[config.mk]
export PLATFORM = sky130hd
export DESIGN_NAME = pixel_blink_unit
export DESIGN_NICKNAME = d
export VERILOG_FILES = /design/src/logic/blink_pkg.sv /design/src/logic/pixel_skid.sv /design/src/logic/pixel_blink_unit.sv
export SDC_FILE = /design/constraint.sdc
export NUM_CORES = 1
export LEC_CHECK = 0
export BUFFER_PORTS_ARGS = -buffer_cell sky130_fd_sc_hd__buf_2
export CORE_ASPECT_RATIO = 2
export CORE_UTILIZATION = 45
export CTS_CLUSTER_SIZE = 25
export DETAILED_ROUTE_END_ITERATION = 16
export PLACE_DENSITY_LB_ADDON = 0.05
export RECOVER_POWER = 100
export SLEW_MARGIN = 20
export SYNTH_ARGS = -nofsm -noshare
export SYNTH_HDL_FRONTEND = slang
export SYNTH_SLANG_ARGS = --single-unit
[constraint.sdc]
create_clock -name CLK_SYS_IN -period 23.7 [get_ports CLK_SYS_IN]
set_input_delay 5.925 -clock CLK_SYS_IN [delete_from_list [all_inputs] [get_ports CLK_SYS_IN]]
set_output_delay 5.925 -clock CLK_SYS_IN [all_outputs]
set_load 0.02 [all_outputs]
[src/logic/blink_pkg.sv]
// Constants and types shared by the pixel blink unit.
package blink_pkg;

	localparam int ADDR_W = 32;
	localparam int DATA_W = 32;
	localparam int PIX_W = 24;
	localparam int RATE_W = 8;
	localparam int MODE_W = 4;
	localparam int FMT_W = 4;

	// Register byte addresses inside the block's window.
	localparam logic [ADDR_W-1:0] OFF_FRAME_TOGGLE_PERIOD = 32'h8003_0040;
	localparam logic [ADDR_W-1:0] OFF_LUT_ADDRESS_MODIFIER = 32'h8003_0044;
	localparam logic [ADDR_W-1:0] OFF_BLINK_MATCH_VALUE = 32'h8003_0048;
	localparam logic [ADDR_W-1:0] OFF_COMPARE_BIT_EXCLUDE = 32'h8003_004C;
	localparam logic [ADDR_W-1:0] OFF_SUBSTITUTE_COLOR = 32'h8003_0050;
	localparam logic [ADDR_W-1:0] OFF_PIXEL_FORMAT_CONTROL = 32'h8003_0054;

	localparam logic [DATA_W-1:0] RESET_WORD = 32'h0000_0000;
	localparam logic [DATA_W-1:0] UNMAPPED_WORD = 32'hDEAD_0BAD;
	localparam logic [RATE_W-1:0] RATE_FULL = 8'hFF;
	localparam logic [RATE_W-1:0] RATE_ONE = 8'h01;

	// Fields of pixel_format_control.
	localparam int MODE_LSB = 0;
	localparam int FMT_LSB = 4;

	localparam logic [FMT_W-1:0] FMT_888 = 4'h4;
	localparam logic [FMT_W-1:0] FMT_565 = 4'h5;
	localparam logic [FMT_W-1:0] FMT_555_MASK = 4'h6;

	typedef enum logic [MODE_W-1:0] {
		MODE_OFF = 4'b0000,
		MODE_AND = 4'b0001,
		MODE_OR = 4'b0010,
		MODE_XOR = 4'b0011,
		MODE_BKG = 4'b0100,
		MODE_OFS_SINGLE = 4'b0101,
		MODE_OFS_CHAN = 4'b0110,
		MODE_DIM_SINGLE = 4'b1100,
		MODE_BRT_SINGLE = 4'b1101,
		MODE_DIM_CHAN = 4'b1110,
		MODE_BRT_CHAN = 4'b1111
	} blink_mode_type;

	typedef enum logic [1:0] {
		PH_UNMASKED = 2'b00,
		PH_MASKED = 2'b01
	} phase_type;

endpackage

[src/logic/pixel_skid.sv]
// Two-entry buffer between the blink datapath and the colour look-up table.
`timescale 1ns/1ps
module pixel_skid
	import blink_pkg::*;
(
	input wire logic clk_in,
	input wire logic reset_in,
	input wire logic in_valid_in,
	input wire logic [PIX_W-1:0] in_data_in,
	output logic in_ready_out,
	output logic out_valid_out,
	output logic [PIX_W-1:0] out_data_out,
	input wire logic out_ready_in
);

	typedef struct packed {
		logic [1:0][PIX_W-1:0] mem;
		logic [1:0] count;
		logic rd;
		logic wr;
	} skid_state_type;

	skid_state_type s_q;
	skid_state_type s_d;
	logic push;
	logic pop;

	always_comb begin
		s_d = s_q;
		pop = s_q.count != 2'd0 && out_ready_in;
		push = in_valid_in && s_q.count != 2'd2;
		if (push) begin
			s_d.mem[s_q.wr] = in_data_in;
			s_d.wr = ~s_q.wr;
		end
		if (pop) begin
			s_d.rd = ~s_q.rd;
		end
		s_d.count = s_q.count + {1'b0, push} - {1'b0, pop};
	end

	always_ff @(posedge clk_in) begin
		if (reset_in) begin
			s_q <= '0;
		end else begin
			s_q <= s_d;
		end
	end

	// Full and empty come straight from the stored count.
	assign in_ready_out = s_q.count != 2'd2;
	assign out_valid_out = s_q.count != 2'd0;
	assign out_data_out = s_q.mem[s_q.rd];

endmodule

[src/logic/pixel_blink_unit.sv]
// Pixel blink unit: frame counter, blink classifier, address modifier and register slave.
//
// What this block does
// - Blink rate register sets how many frames pass between masked and unmasked phases.
// - Full blink period is two times pixel period, line, frame and 255 minus rate.
// - Modes one to three AND, OR or XOR the pixel with the modifier mask.
// - In the masked phase, in modes one to three, blink pixels are redirected to the modified table address.
// - Pixel is masked first, then compared with the match value to classify it.
// - Exclude bit one drops that bit from the compare; zero keeps it.
// - Background mode replaces blink pixels with the 24-bit substitute colour.
// - Offset modes add the substitute value in 888, 565 or 555 format.
// - Reserved register bits read unspecified; here they read zero.
// - Mode code zero disables, one AND, two OR, three XOR.
// - Code four background, five single offset, six per-channel, upper codes dim or brighten.
`timescale 1ns/1ps
module pixel_blink_unit
	import blink_pkg::*;
(
	input wire logic CLK_SYS_IN,
	input wire logic RESET_IN,
	input wire logic [ADDR_W-1:0] AVS_ADDRESS_IN,
	input wire logic AVS_READ_IN,
	input wire logic AVS_WRITE_IN,
	input wire logic [DATA_W-1:0] AVS_WRITEDATA_IN,
	input wire logic [3:0] AVS_BYTEENABLE_IN,
	output logic [DATA_W-1:0] AVS_READDATA_OUT,
	output logic AVS_WAITREQUEST_OUT,
	input wire logic FRAME_START_IN,
	input wire logic PIX_VALID_IN,
	input wire logic [PIX_W-1:0] PIX_DATA_IN,
	output logic PIX_READY_OUT,
	output logic LUT_VALID_OUT,
	output logic [PIX_W-1:0] LUT_DATA_OUT,
	input wire logic LUT_READY_IN,
	output logic BLINK_PHASE_OUT
);

	typedef struct packed {
		logic [RATE_W-1:0] rate;
		logic [PIX_W-1:0] modifier;
		logic [PIX_W-1:0] match;
		logic [PIX_W-1:0] exclude;
		logic [PIX_W-1:0] subst;
		logic [FMT_W+MODE_W-1:0] fmt_ctrl;
		logic [RATE_W-1:0] frame_cnt;
		phase_type phase;
		logic ack;
		logic [DATA_W-1:0] rdata;
		logic pix_valid;
		logic [PIX_W-1:0] pix;
	} unit_state_type;

	unit_state_type s_q;
	unit_state_type s_d;
	logic skid_ready;
	logic skid_valid;
	logic [PIX_W-1:0] skid_data;
	logic req;
	logic [DATA_W-1:0] wmask;
	blink_mode_type mode;
	logic [FMT_W-1:0] fmt;
	logic [PIX_W-1:0] modified;
	logic [PIX_W-1:0] result;
	logic is_blink;
	logic frame_tick;
	logic advance;

	// Merge write data into an old register value under the byte enables.
	function automatic logic [DATA_W-1:0] merge(input logic [DATA_W-1:0] old_v,
		input logic [DATA_W-1:0] new_v, input logic [DATA_W-1:0] m);
		merge = (old_v & ~m) | (new_v & m);
	endfunction

	// Add or subtract per channel with saturation, lane widths from the colour format.
	function automatic logic [PIX_W-1:0] chan_add(input logic [PIX_W-1:0] p,
		input logic [PIX_W-1:0] o, input logic [FMT_W-1:0] f, input logic sub,
		input logic single);
		logic [8:0] t;
		logic [PIX_W-1:0] r;
		logic [PIX_W-1:0] oo;
		int w;
		int base;
		int k;
		r = p;
		oo = o;
		base = 0;
		for (k = 0; k < 3; k++) begin
			if (f == FMT_565) begin
				w = (k == 1) ? 6 : 5;
			end else if ((f & FMT_555_MASK) == FMT_555_MASK) begin
				w = 5;
			end else begin
				w = 8;
			end
			if (single) begin
				oo[base +: 8] = o[7:0];
			end
			t = {1'b0, p[base +: 8] & 8'((1 << w) - 1)};
			if (sub) begin
				t = t - {1'b0, oo[base +: 8] & 8'((1 << w) - 1)};
				if (t[8]) begin
					t = 9'h000;
				end
			end else begin
				t = t + {1'b0, oo[base +: 8] & 8'((1 << w) - 1)};
				if (t > 9'((1 << w) - 1)) begin
					t = 9'((1 << w) - 1);
				end
			end
			r[base +: 8] = (p[base +: 8] & ~8'((1 << w) - 1)) | t[7:0];
			base = base + w;
		end
		chan_add = r;
	endfunction

	pixel_skid u_skid (
		.clk_in(CLK_SYS_IN),
		.reset_in(RESET_IN),
		.in_valid_in(s_q.pix_valid),
		.in_data_in(s_q.pix),
		.in_ready_out(skid_ready),
		.out_valid_out(skid_valid),
		.out_data_out(skid_data),
		.out_ready_in(LUT_READY_IN)
	);

	always_comb begin
		s_d = s_q;
		req = (AVS_READ_IN || AVS_WRITE_IN) && !s_q.ack;
		wmask = {{8{AVS_BYTEENABLE_IN[3]}}, {8{AVS_BYTEENABLE_IN[2]}},
			{8{AVS_BYTEENABLE_IN[1]}}, {8{AVS_BYTEENABLE_IN[0]}}};
		mode = blink_mode_type'(s_q.fmt_ctrl[MODE_LSB +: MODE_W]);
		fmt = s_q.fmt_ctrl[FMT_LSB +: FMT_W];

		// One wait state per access: the answer comes on the second edge.
		s_d.ack = req;
		if (req && AVS_WRITE_IN) begin
			if (AVS_ADDRESS_IN == OFF_FRAME_TOGGLE_PERIOD) begin
				s_d.rate = RATE_W'(merge(DATA_W'(s_q.rate), AVS_WRITEDATA_IN, wmask));
			end else if (AVS_ADDRESS_IN == OFF_LUT_ADDRESS_MODIFIER) begin
				s_d.modifier = PIX_W'(merge(DATA_W'(s_q.modifier), AVS_WRITEDATA_IN, wmask));
			end else if (AVS_ADDRESS_IN == OFF_BLINK_MATCH_VALUE) begin
				s_d.match = PIX_W'(merge(DATA_W'(s_q.match), AVS_WRITEDATA_IN, wmask));
			end else if (AVS_ADDRESS_IN == OFF_COMPARE_BIT_EXCLUDE) begin
				s_d.exclude = PIX_W'(merge(DATA_W'(s_q.exclude), AVS_WRITEDATA_IN, wmask));
			end else if (AVS_ADDRESS_IN == OFF_SUBSTITUTE_COLOR) begin
				s_d.subst = PIX_W'(merge(DATA_W'(s_q.subst), AVS_WRITEDATA_IN, wmask));
			end else if (AVS_ADDRESS_IN == OFF_PIXEL_FORMAT_CONTROL) begin
				s_d.fmt_ctrl = (FMT_W+MODE_W)'(merge(DATA_W'(s_q.fmt_ctrl),
					AVS_WRITEDATA_IN, wmask));
			end
		end
		// Reserved bits read as zero through the zero extension below.
		if (req && AVS_READ_IN) begin
			if (AVS_ADDRESS_IN == OFF_FRAME_TOGGLE_PERIOD) begin
				s_d.rdata = DATA_W'(s_q.rate);
			end else if (AVS_ADDRESS_IN == OFF_LUT_ADDRESS_MODIFIER) begin
				s_d.rdata = DATA_W'(s_q.modifier);
			end else if (AVS_ADDRESS_IN == OFF_BLINK_MATCH_VALUE) begin
				s_d.rdata = DATA_W'(s_q.match);
			end else if (AVS_ADDRESS_IN == OFF_COMPARE_BIT_EXCLUDE) begin
				s_d.rdata = DATA_W'(s_q.exclude);
			end else if (AVS_ADDRESS_IN == OFF_SUBSTITUTE_COLOR) begin
				s_d.rdata = DATA_W'(s_q.subst);
			end else if (AVS_ADDRESS_IN == OFF_PIXEL_FORMAT_CONTROL) begin
				s_d.rdata = {{(DATA_W-FMT_W-MODE_W-1){1'b0}}, s_q.phase == PH_MASKED,
					s_q.fmt_ctrl};
			end else begin
				s_d.rdata = UNMAPPED_WORD;
			end
		end

		// The phase toggles after 255 - rate frames, giving the doubled full period.
		frame_tick = FRAME_START_IN;
		advance = 1'b0;
		if (frame_tick) begin
			if (s_q.frame_cnt + RATE_ONE >= RATE_FULL - s_q.rate) begin
				s_d.frame_cnt = '0;
				advance = 1'b1;
			end else begin
				s_d.frame_cnt = s_q.frame_cnt + RATE_ONE;
			end
		end
		if (advance) begin
			s_d.phase = (s_q.phase == PH_MASKED) ? PH_UNMASKED : PH_MASKED;
		end

		// Classify: modify first, then compare under the exclude bits.
		case (mode)
			MODE_AND: modified = PIX_DATA_IN & s_q.modifier;
			MODE_OR: modified = PIX_DATA_IN | s_q.modifier;
			MODE_XOR: modified = PIX_DATA_IN ^ s_q.modifier;
			default: modified = PIX_DATA_IN & s_q.modifier;
		endcase
		is_blink = ((modified ^ s_q.match) & ~s_q.exclude) == '0;

		result = PIX_DATA_IN;
		if (is_blink && s_q.phase == PH_MASKED) begin
			case (mode)
				MODE_AND: result = modified;
				MODE_OR: result = modified;
				MODE_XOR: result = modified;
				MODE_BKG: result = s_q.subst;
				MODE_OFS_SINGLE: result = chan_add(PIX_DATA_IN, s_q.subst, fmt, 1'b0, 1'b1);
				MODE_OFS_CHAN: result = chan_add(PIX_DATA_IN, s_q.subst, fmt, 1'b0, 1'b0);
				MODE_DIM_SINGLE: result = chan_add(PIX_DATA_IN, s_q.subst, fmt, 1'b1, 1'b1);
				MODE_BRT_SINGLE: result = chan_add(PIX_DATA_IN, s_q.subst, fmt, 1'b0, 1'b1);
				MODE_DIM_CHAN: result = chan_add(PIX_DATA_IN, s_q.subst, fmt, 1'b1, 1'b0);
				MODE_BRT_CHAN: result = chan_add(PIX_DATA_IN, s_q.subst, fmt, 1'b0, 1'b0);
				default: result = PIX_DATA_IN;
			endcase
		end

		// The pipeline stage advances when the buffer can take its word or when the stage holds no word.
		if (skid_ready || !s_q.pix_valid) begin
			s_d.pix_valid = PIX_VALID_IN;
			if (PIX_VALID_IN) begin
				s_d.pix = result;
			end
		end
	end

	always_ff @(posedge CLK_SYS_IN) begin
		if (RESET_IN) begin
			s_q <= '0;
		end else begin
			s_q <= s_d;
		end
	end

	always_comb begin
		PIX_READY_OUT = skid_ready || !s_q.pix_valid;
	end

	assign AVS_READDATA_OUT = s_q.rdata;
	assign AVS_WAITREQUEST_OUT = !s_q.ack;
	assign LUT_VALID_OUT = skid_valid;
	assign LUT_DATA_OUT = skid_data;
	assign BLINK_PHASE_OUT = s_q.phase == PH_MASKED;

endmodule

# After elaboration in Yosys (flattened, before gate mapping)
# Cells that the tools add are included.
# totals
in_bits	99
ff_bits	232
word_cells	438
# classes
shift	66
magnitude_cmp	16
eq_ne	20
add_sub_neg	52
n_reduce_logical	21
n_bitwise	111
muxes	135
# ops
cell	n
two-way mux 32 bit	30
indexed part select 24 x 32 -> 8 bit	24
indexed part select 8 x 33 -> 24 bit	18
two-way mux 8 bit	61
AND 8 bit	56
bitwise mux 24 bit	18
negation 32 -> 33 bit	12
variable shift 8 x 33 -> 24 bit (first input constant)	12
two-way mux 24 bit	16
<< shifter 1 x 32 -> 9 bit (first input constant)	8
adder 32 bit	6
== test 32 bit (second input constant)	6
case mux 24 bit (8 select lines)	1
AND 24 bit	7
OR 8 bit	20
<< shifter 1 x 32 -> 8 bit (first input constant)	4
OR 24 bit	5
adder 8 x 8 -> 9 bit	12
> comparator 9 bit	12
inverter 8 bit	12
subtractor 9 x 2 -> 9 bit (second input constant)	8
subtractor 8 x 8 -> 9 bit	6
bitwise mux 48 bit	1
inverter 24 bit	2
other kinds (33)	64

# Logic depth before layout (Yosys ltp)
# logic_depth
depth_word	27
mapped_depth	39

# Cells and area by module
# Synthesis repeated with hierarchy kept, for this count alone.
# hier_totals
hier_cells	2837
hier_area_um2	20923.8
# modules_own_cells
module	seq_area_each_um2	instances	area_each_um2	cells_each
pixel_blink_unit	3443.3	1	18435.2	2575
pixel_skid	1041.0	1	2488.6	262

# Worst setup path before layout
# OpenSTA, ideal clock, no wires.
# synth_path
path_kind	input-to-reg
from	input port PIX_DATA_IN[12]
to	register s_q[22] (netlist name)
required_ps	23580
cell_stages	20
arrival_ps	10647
path_slack_ps	12934
cell_sequence	clkbuf_1 > nor2_1 > a2111oi_0 > ha_1 > clkbuf_1 > or3_1 > o211ai_1 > o221ai_1 > xor2_1 > ha_1 > nand4_1 > nor3_1 > a211oi_1 > or2_2 > buf_2 > mux2_2 > or3_1 > a21oi_1 > o211ai_1 > a211o_1
# synth_between
elab_chain_len	13
elab_cells_between_ends	138
# synth_rtl
element	line_no	text
from (decl)	pixel_blink_unit.sv:30	input wire logic [PIX_W-1:0] PIX_DATA_IN,
indexed part select 24 x 32 -> 8 bit	pixel_blink_unit.sv:98, pixel_blink_unit.sv:110	
AND 8 bit	pixel_blink_unit.sv:98	t = {1'b0, p[base +: 8] & 8'((1 << w) - 1)};
adder 8 x 8 -> 9 bit	pixel_blink_unit.sv:105	t = t + {1'b0, oo[base +: 8] & 8'((1 << w) - 1)};
> comparator 9 bit	pixel_blink_unit.sv:106	if (t > 9'((1 << w) - 1)) begin
two-way mux 8 bit	pixel_blink_unit.sv:106	
two-way mux 8 bit	pixel_blink_unit.sv:199	case (mode)
two-way mux 8 bit	pixel_blink_unit.sv:198	if (is_blink && s_q.phase == PH_MASKED) begin
OR 8 bit	pixel_blink_unit.sv:110	r[base +: 8] = (p[base +: 8] & ~8'((1 << w) - 1)) | t[7:0];
indexed part select 8 x 33 -> 24 bit	pixel_blink_unit.sv:110	
bitwise mux 24 bit (2 in a row)	pixel_blink_unit.sv:110	
case mux 24 bit (8 select lines)	pixel_blink_unit.sv:199	
two-way mux 24 bit *	pixel_blink_unit.sv:198	
to (signal assigned)	pixel_blink_unit.sv:225	s_q <= '0;
to (signal assigned)	pixel_blink_unit.sv:227	s_q <= s_d;
to (decl)	pixel_blink_unit.sv:53	unit_state_type s_q;
# Mark *: on every way between the ends. The rest lies on a longest branch, timed or not. The select of a mux whose other input is x is not followed.
# A chain may end at the register's enable or synchronous reset.

# Worst setup path after layout
# layout_path
from	input port RESET_IN
to	register s_q, in the netlist AVS_READDATA_OUT[15]
# layout_lines
element	line_no	text
from (decl)	pixel_blink_unit.sv:20	input wire logic RESET_IN,
# No word-level cell between the ends.

==> flow_summary.json <==
{
  "postRouteAntennaNets": 0,
  "hold_slack_ps": 453.6,
  "maxCapViolations": 4,
  "skew_ps": 26.07,
  "clk_latency_ps": 530,
  "hold_buffers": 0,
  "clkSinkCount": 224,
  "run_status": "finished, violations left",
  "rr_worst_depth": 32,
  "synth_ff_type": "dfxtp_1",
  "grt_usage": 0.4249,
  "async_flop_share": 0,
  "grt_pass1_wl_mm": 148.0,
  "via_per_inst": 6.602,
  "yosys_register_bits": 224,
  "max-vdd-ir-drop_mv": 0.06007,
  "cts_resized": 0,
  "violations": "max-capacitance violations, max-slew violations",
  "hp-class": "reg -> reg",
  "synthCells": 2934,
  "fmax_mhz": 79.78,
  "drive_above_1_share": 0.08710,
  "finalInstanceArea_um2": 22520,
  "fin_crit_sh": 0.5289,
  "grt_max_degree": 85,
  "die-area_um2": 47370,
  "cts_buffers": 21,
  "place_ws_ps": 11800,
  "period_minus_slack_ps": 12540,
  "ys_top_cells_by_area": "dfxtp_1, ha_1, nand2_1",
  "seq_area_frac_synth": 0.2145,
  "p_leak_nw": 8.994,
  "routed_wirelength_mm": 101.2,
  "relSlewSlack": -1.480,
  "ff2ff_setup_slack_ps": 13900,
  "crit_arrival_ps": 12780,
  "worst_pin_slew_ps": 3720,
  "post_cts_buffers": 0,
  "wire_per_inst_um": 28.64,
  "portBuffers": 147,
  "path_clk_slew_ps": 70,
  "slew_violations": 210,
  "design.core.area_um2": 45830,
  "utilization": 0.4913,
  "drt_first_pass_iters": 9,
  "nNetsFinal": 3239,
  "power_density_nw_per_um2": 41.79,
  "gp_congestion": 1.143,
  "finalSetupViolations": 0,
  "placed_area_um2": 21840,
  "first_global_vias": 22556,
  "rsz0062_at_grt": "false",
  "num_rows": 111,
  "holdCritStartpoint": "u_skid.s_q[38]$_SDFFE_PP0P_",
  "total_power_mw": 0.9410,
  "syn2layout_area_growth_pct": 7.722,
  "critPathKind": "in -> reg",
  "cp.required_ps": 23940,
  "vias": 23319,
  "syn_area_per_cell_um2": 7.124,
  "syn_area_um2": 20900,
  "root_buffer": "clkbuf_16",
  "rr_endpoint": "s_q[12]$_SDFFE_PP0P_",
  "cts_buffer_depth": 3,
  "crit_path_end_kind": "flop",
  "drtIter0Drc": 2292,
  "dp_cells": 3489,
  "final-instance-count-excl-fill": 3532,
  "final.setup.tns_ps": 0,
  "synth_edf_count": 0,
  "yosys.area.top_type_share": 0.2145,
  "hold_viol": 0,
  "hold_path_depth": 2,
  "drc": 0,
  "tritoncts": "built",
  "hpwlAfterDp_mm": 77.04,
  "whs_endpoint": "u_skid.s_q[38]$_SDFFE_PP0P_",
  "start_util": 0.4561,
  "die_h_um": 306.8,
  "htreeDepth": 1,
  "grt_overflow": 0,
  "yosys_warnings": 0,
  "crit_fanout": 84,
  "grt_antenna_before_repair": 8,
  "pin_count": 159,
  "die_w_um": 154.4,
  "start_kind": "primary input",
  "setup_ws_ps": 11160,
  "synth_cell_type_count": 90,
  "synth_area_leader_cell": "dfxtp_1"
}
-- worst max-delay path, cell delays in order --
cell and delay [ps]:
clkbuf_1 1490, clkbuf_1 2340, clkbuf_1 2740, nor3_1 190
-- routing by layer --
metal,up-vias,share of wire,GRT usage
met1,10995,0.33,0.4213
met4,4,0.12,0.4122
met2,1309,0.47,0.7158
met5,-,0.00027,0
li1,10524,-,-
met3,487,0.082,0.1072
-- report_power, final --
part / leakage (nW) / switching (mW) / internal [mW]
clock network: 0.343 / 0.163 / 0.198
logic: 6.83 / 0.117 / 0.0575
registers: 1.82 / 0.0176 / 0.387
total: 8.99 / 0.298 / 0.643
-- worst max path at each step --
stage / endpoint / cells after the start / slack (ps) / start
2_1_floorplan: s_q[22]$_SDFFE_PP0P_ / 20 / 12930 / PIX_DATA_IN[12]
3_3_place_gp: s_q[12]$_SDFFE_PP0P_ / 23 / 11880 / PIX_DATA_IN[12]
4_1_cts: s_q[12]$_SDFFE_PP0P_ / 23 / 12340 / PIX_DATA_IN[12]
3_5_place_dp: s_q[12]$_SDFFE_PP0P_ / 23 / 11800 / PIX_DATA_IN[12]
6_report: AVS_READDATA_OUT[15]$_SDFFE_PP0P_ / 4 / 11160 / RESET_IN
5_1_grt: AVS_READDATA_OUT[15]$_SDFFE_PP0P_ / 4 / 10550 / RESET_IN
-- area by class of cell --
cell class                      count  area (um2)
Clock inverter                     14       176.4
Multi-Input combinational cell   2350       14990
Tap cell                          565       706.9
Clock buffer                       22       529.3
Inverter                          154       578.1
Antenna cell                        5       12.51
Fill cell                        4706       23310
Timing Repair Buffer              198        1042
Sequential cell                   224        4486
-- layout by cell type (no fill, tap or decap), types with 22 or more instances in the layout --
cell type  instances
xnor2_1           35
ha_1             180
nand4_1           26
or2_2             22
nor2_1           245
o22ai_1           32
dfxtp_1          223
and3_1            22
buf_4             48
inv_1            150
mux2i_1           91
o221ai_1          22
clkbuf_1          56
a21oi_1          308
o21ai_0          151
nor3_1            61
nand3_1           56
nand2_1          487
o211ai_1          32
nand2b_1          35
a211oi_1          41
buf_2             95
a31oi_1           32
nor2b_1           43
-- synthesized netlist by cell type, drive strengths merged (17+ instances only) --
master	count
mux2	32
o221ai	22
nor2b	43
nand2b	35
inv	150
nand3	57
a22oi	19
a211oi	41
buf	50
o22ai	32
nor3	66
a21oi	309
a31oi	32
dfxtp	224
nand2	488
xor2	19
a21o	18
a2111oi	20
nand4	26
xnor2	35
o211ai	32
or2	23
o21ai	154
nor2	247
mux2i	91
nor4	20
clkbuf	157
o31ai	17
ha	181
or3	20
and3	22
-- cell families (layout without fill, tap and decap cells) --
group                    count (synthesis)  after routing  synth area share
adder cells (fa/ha/maj)                191            191            0.1179
flip-flops                             224            224            0.2145
buffers and inverters                  361            388           0.07195
AO/OA/AOI/OAI                          868            868            0.2668
AND/OR/NAND/NOR                       1112           1112            0.2452
multiplexers                           123            123           0.06082
other                                    1              7         0.0001794
XOR/XNOR                                54             54           0.02263
Note: power is estimated with default switching activity, not from simulation.
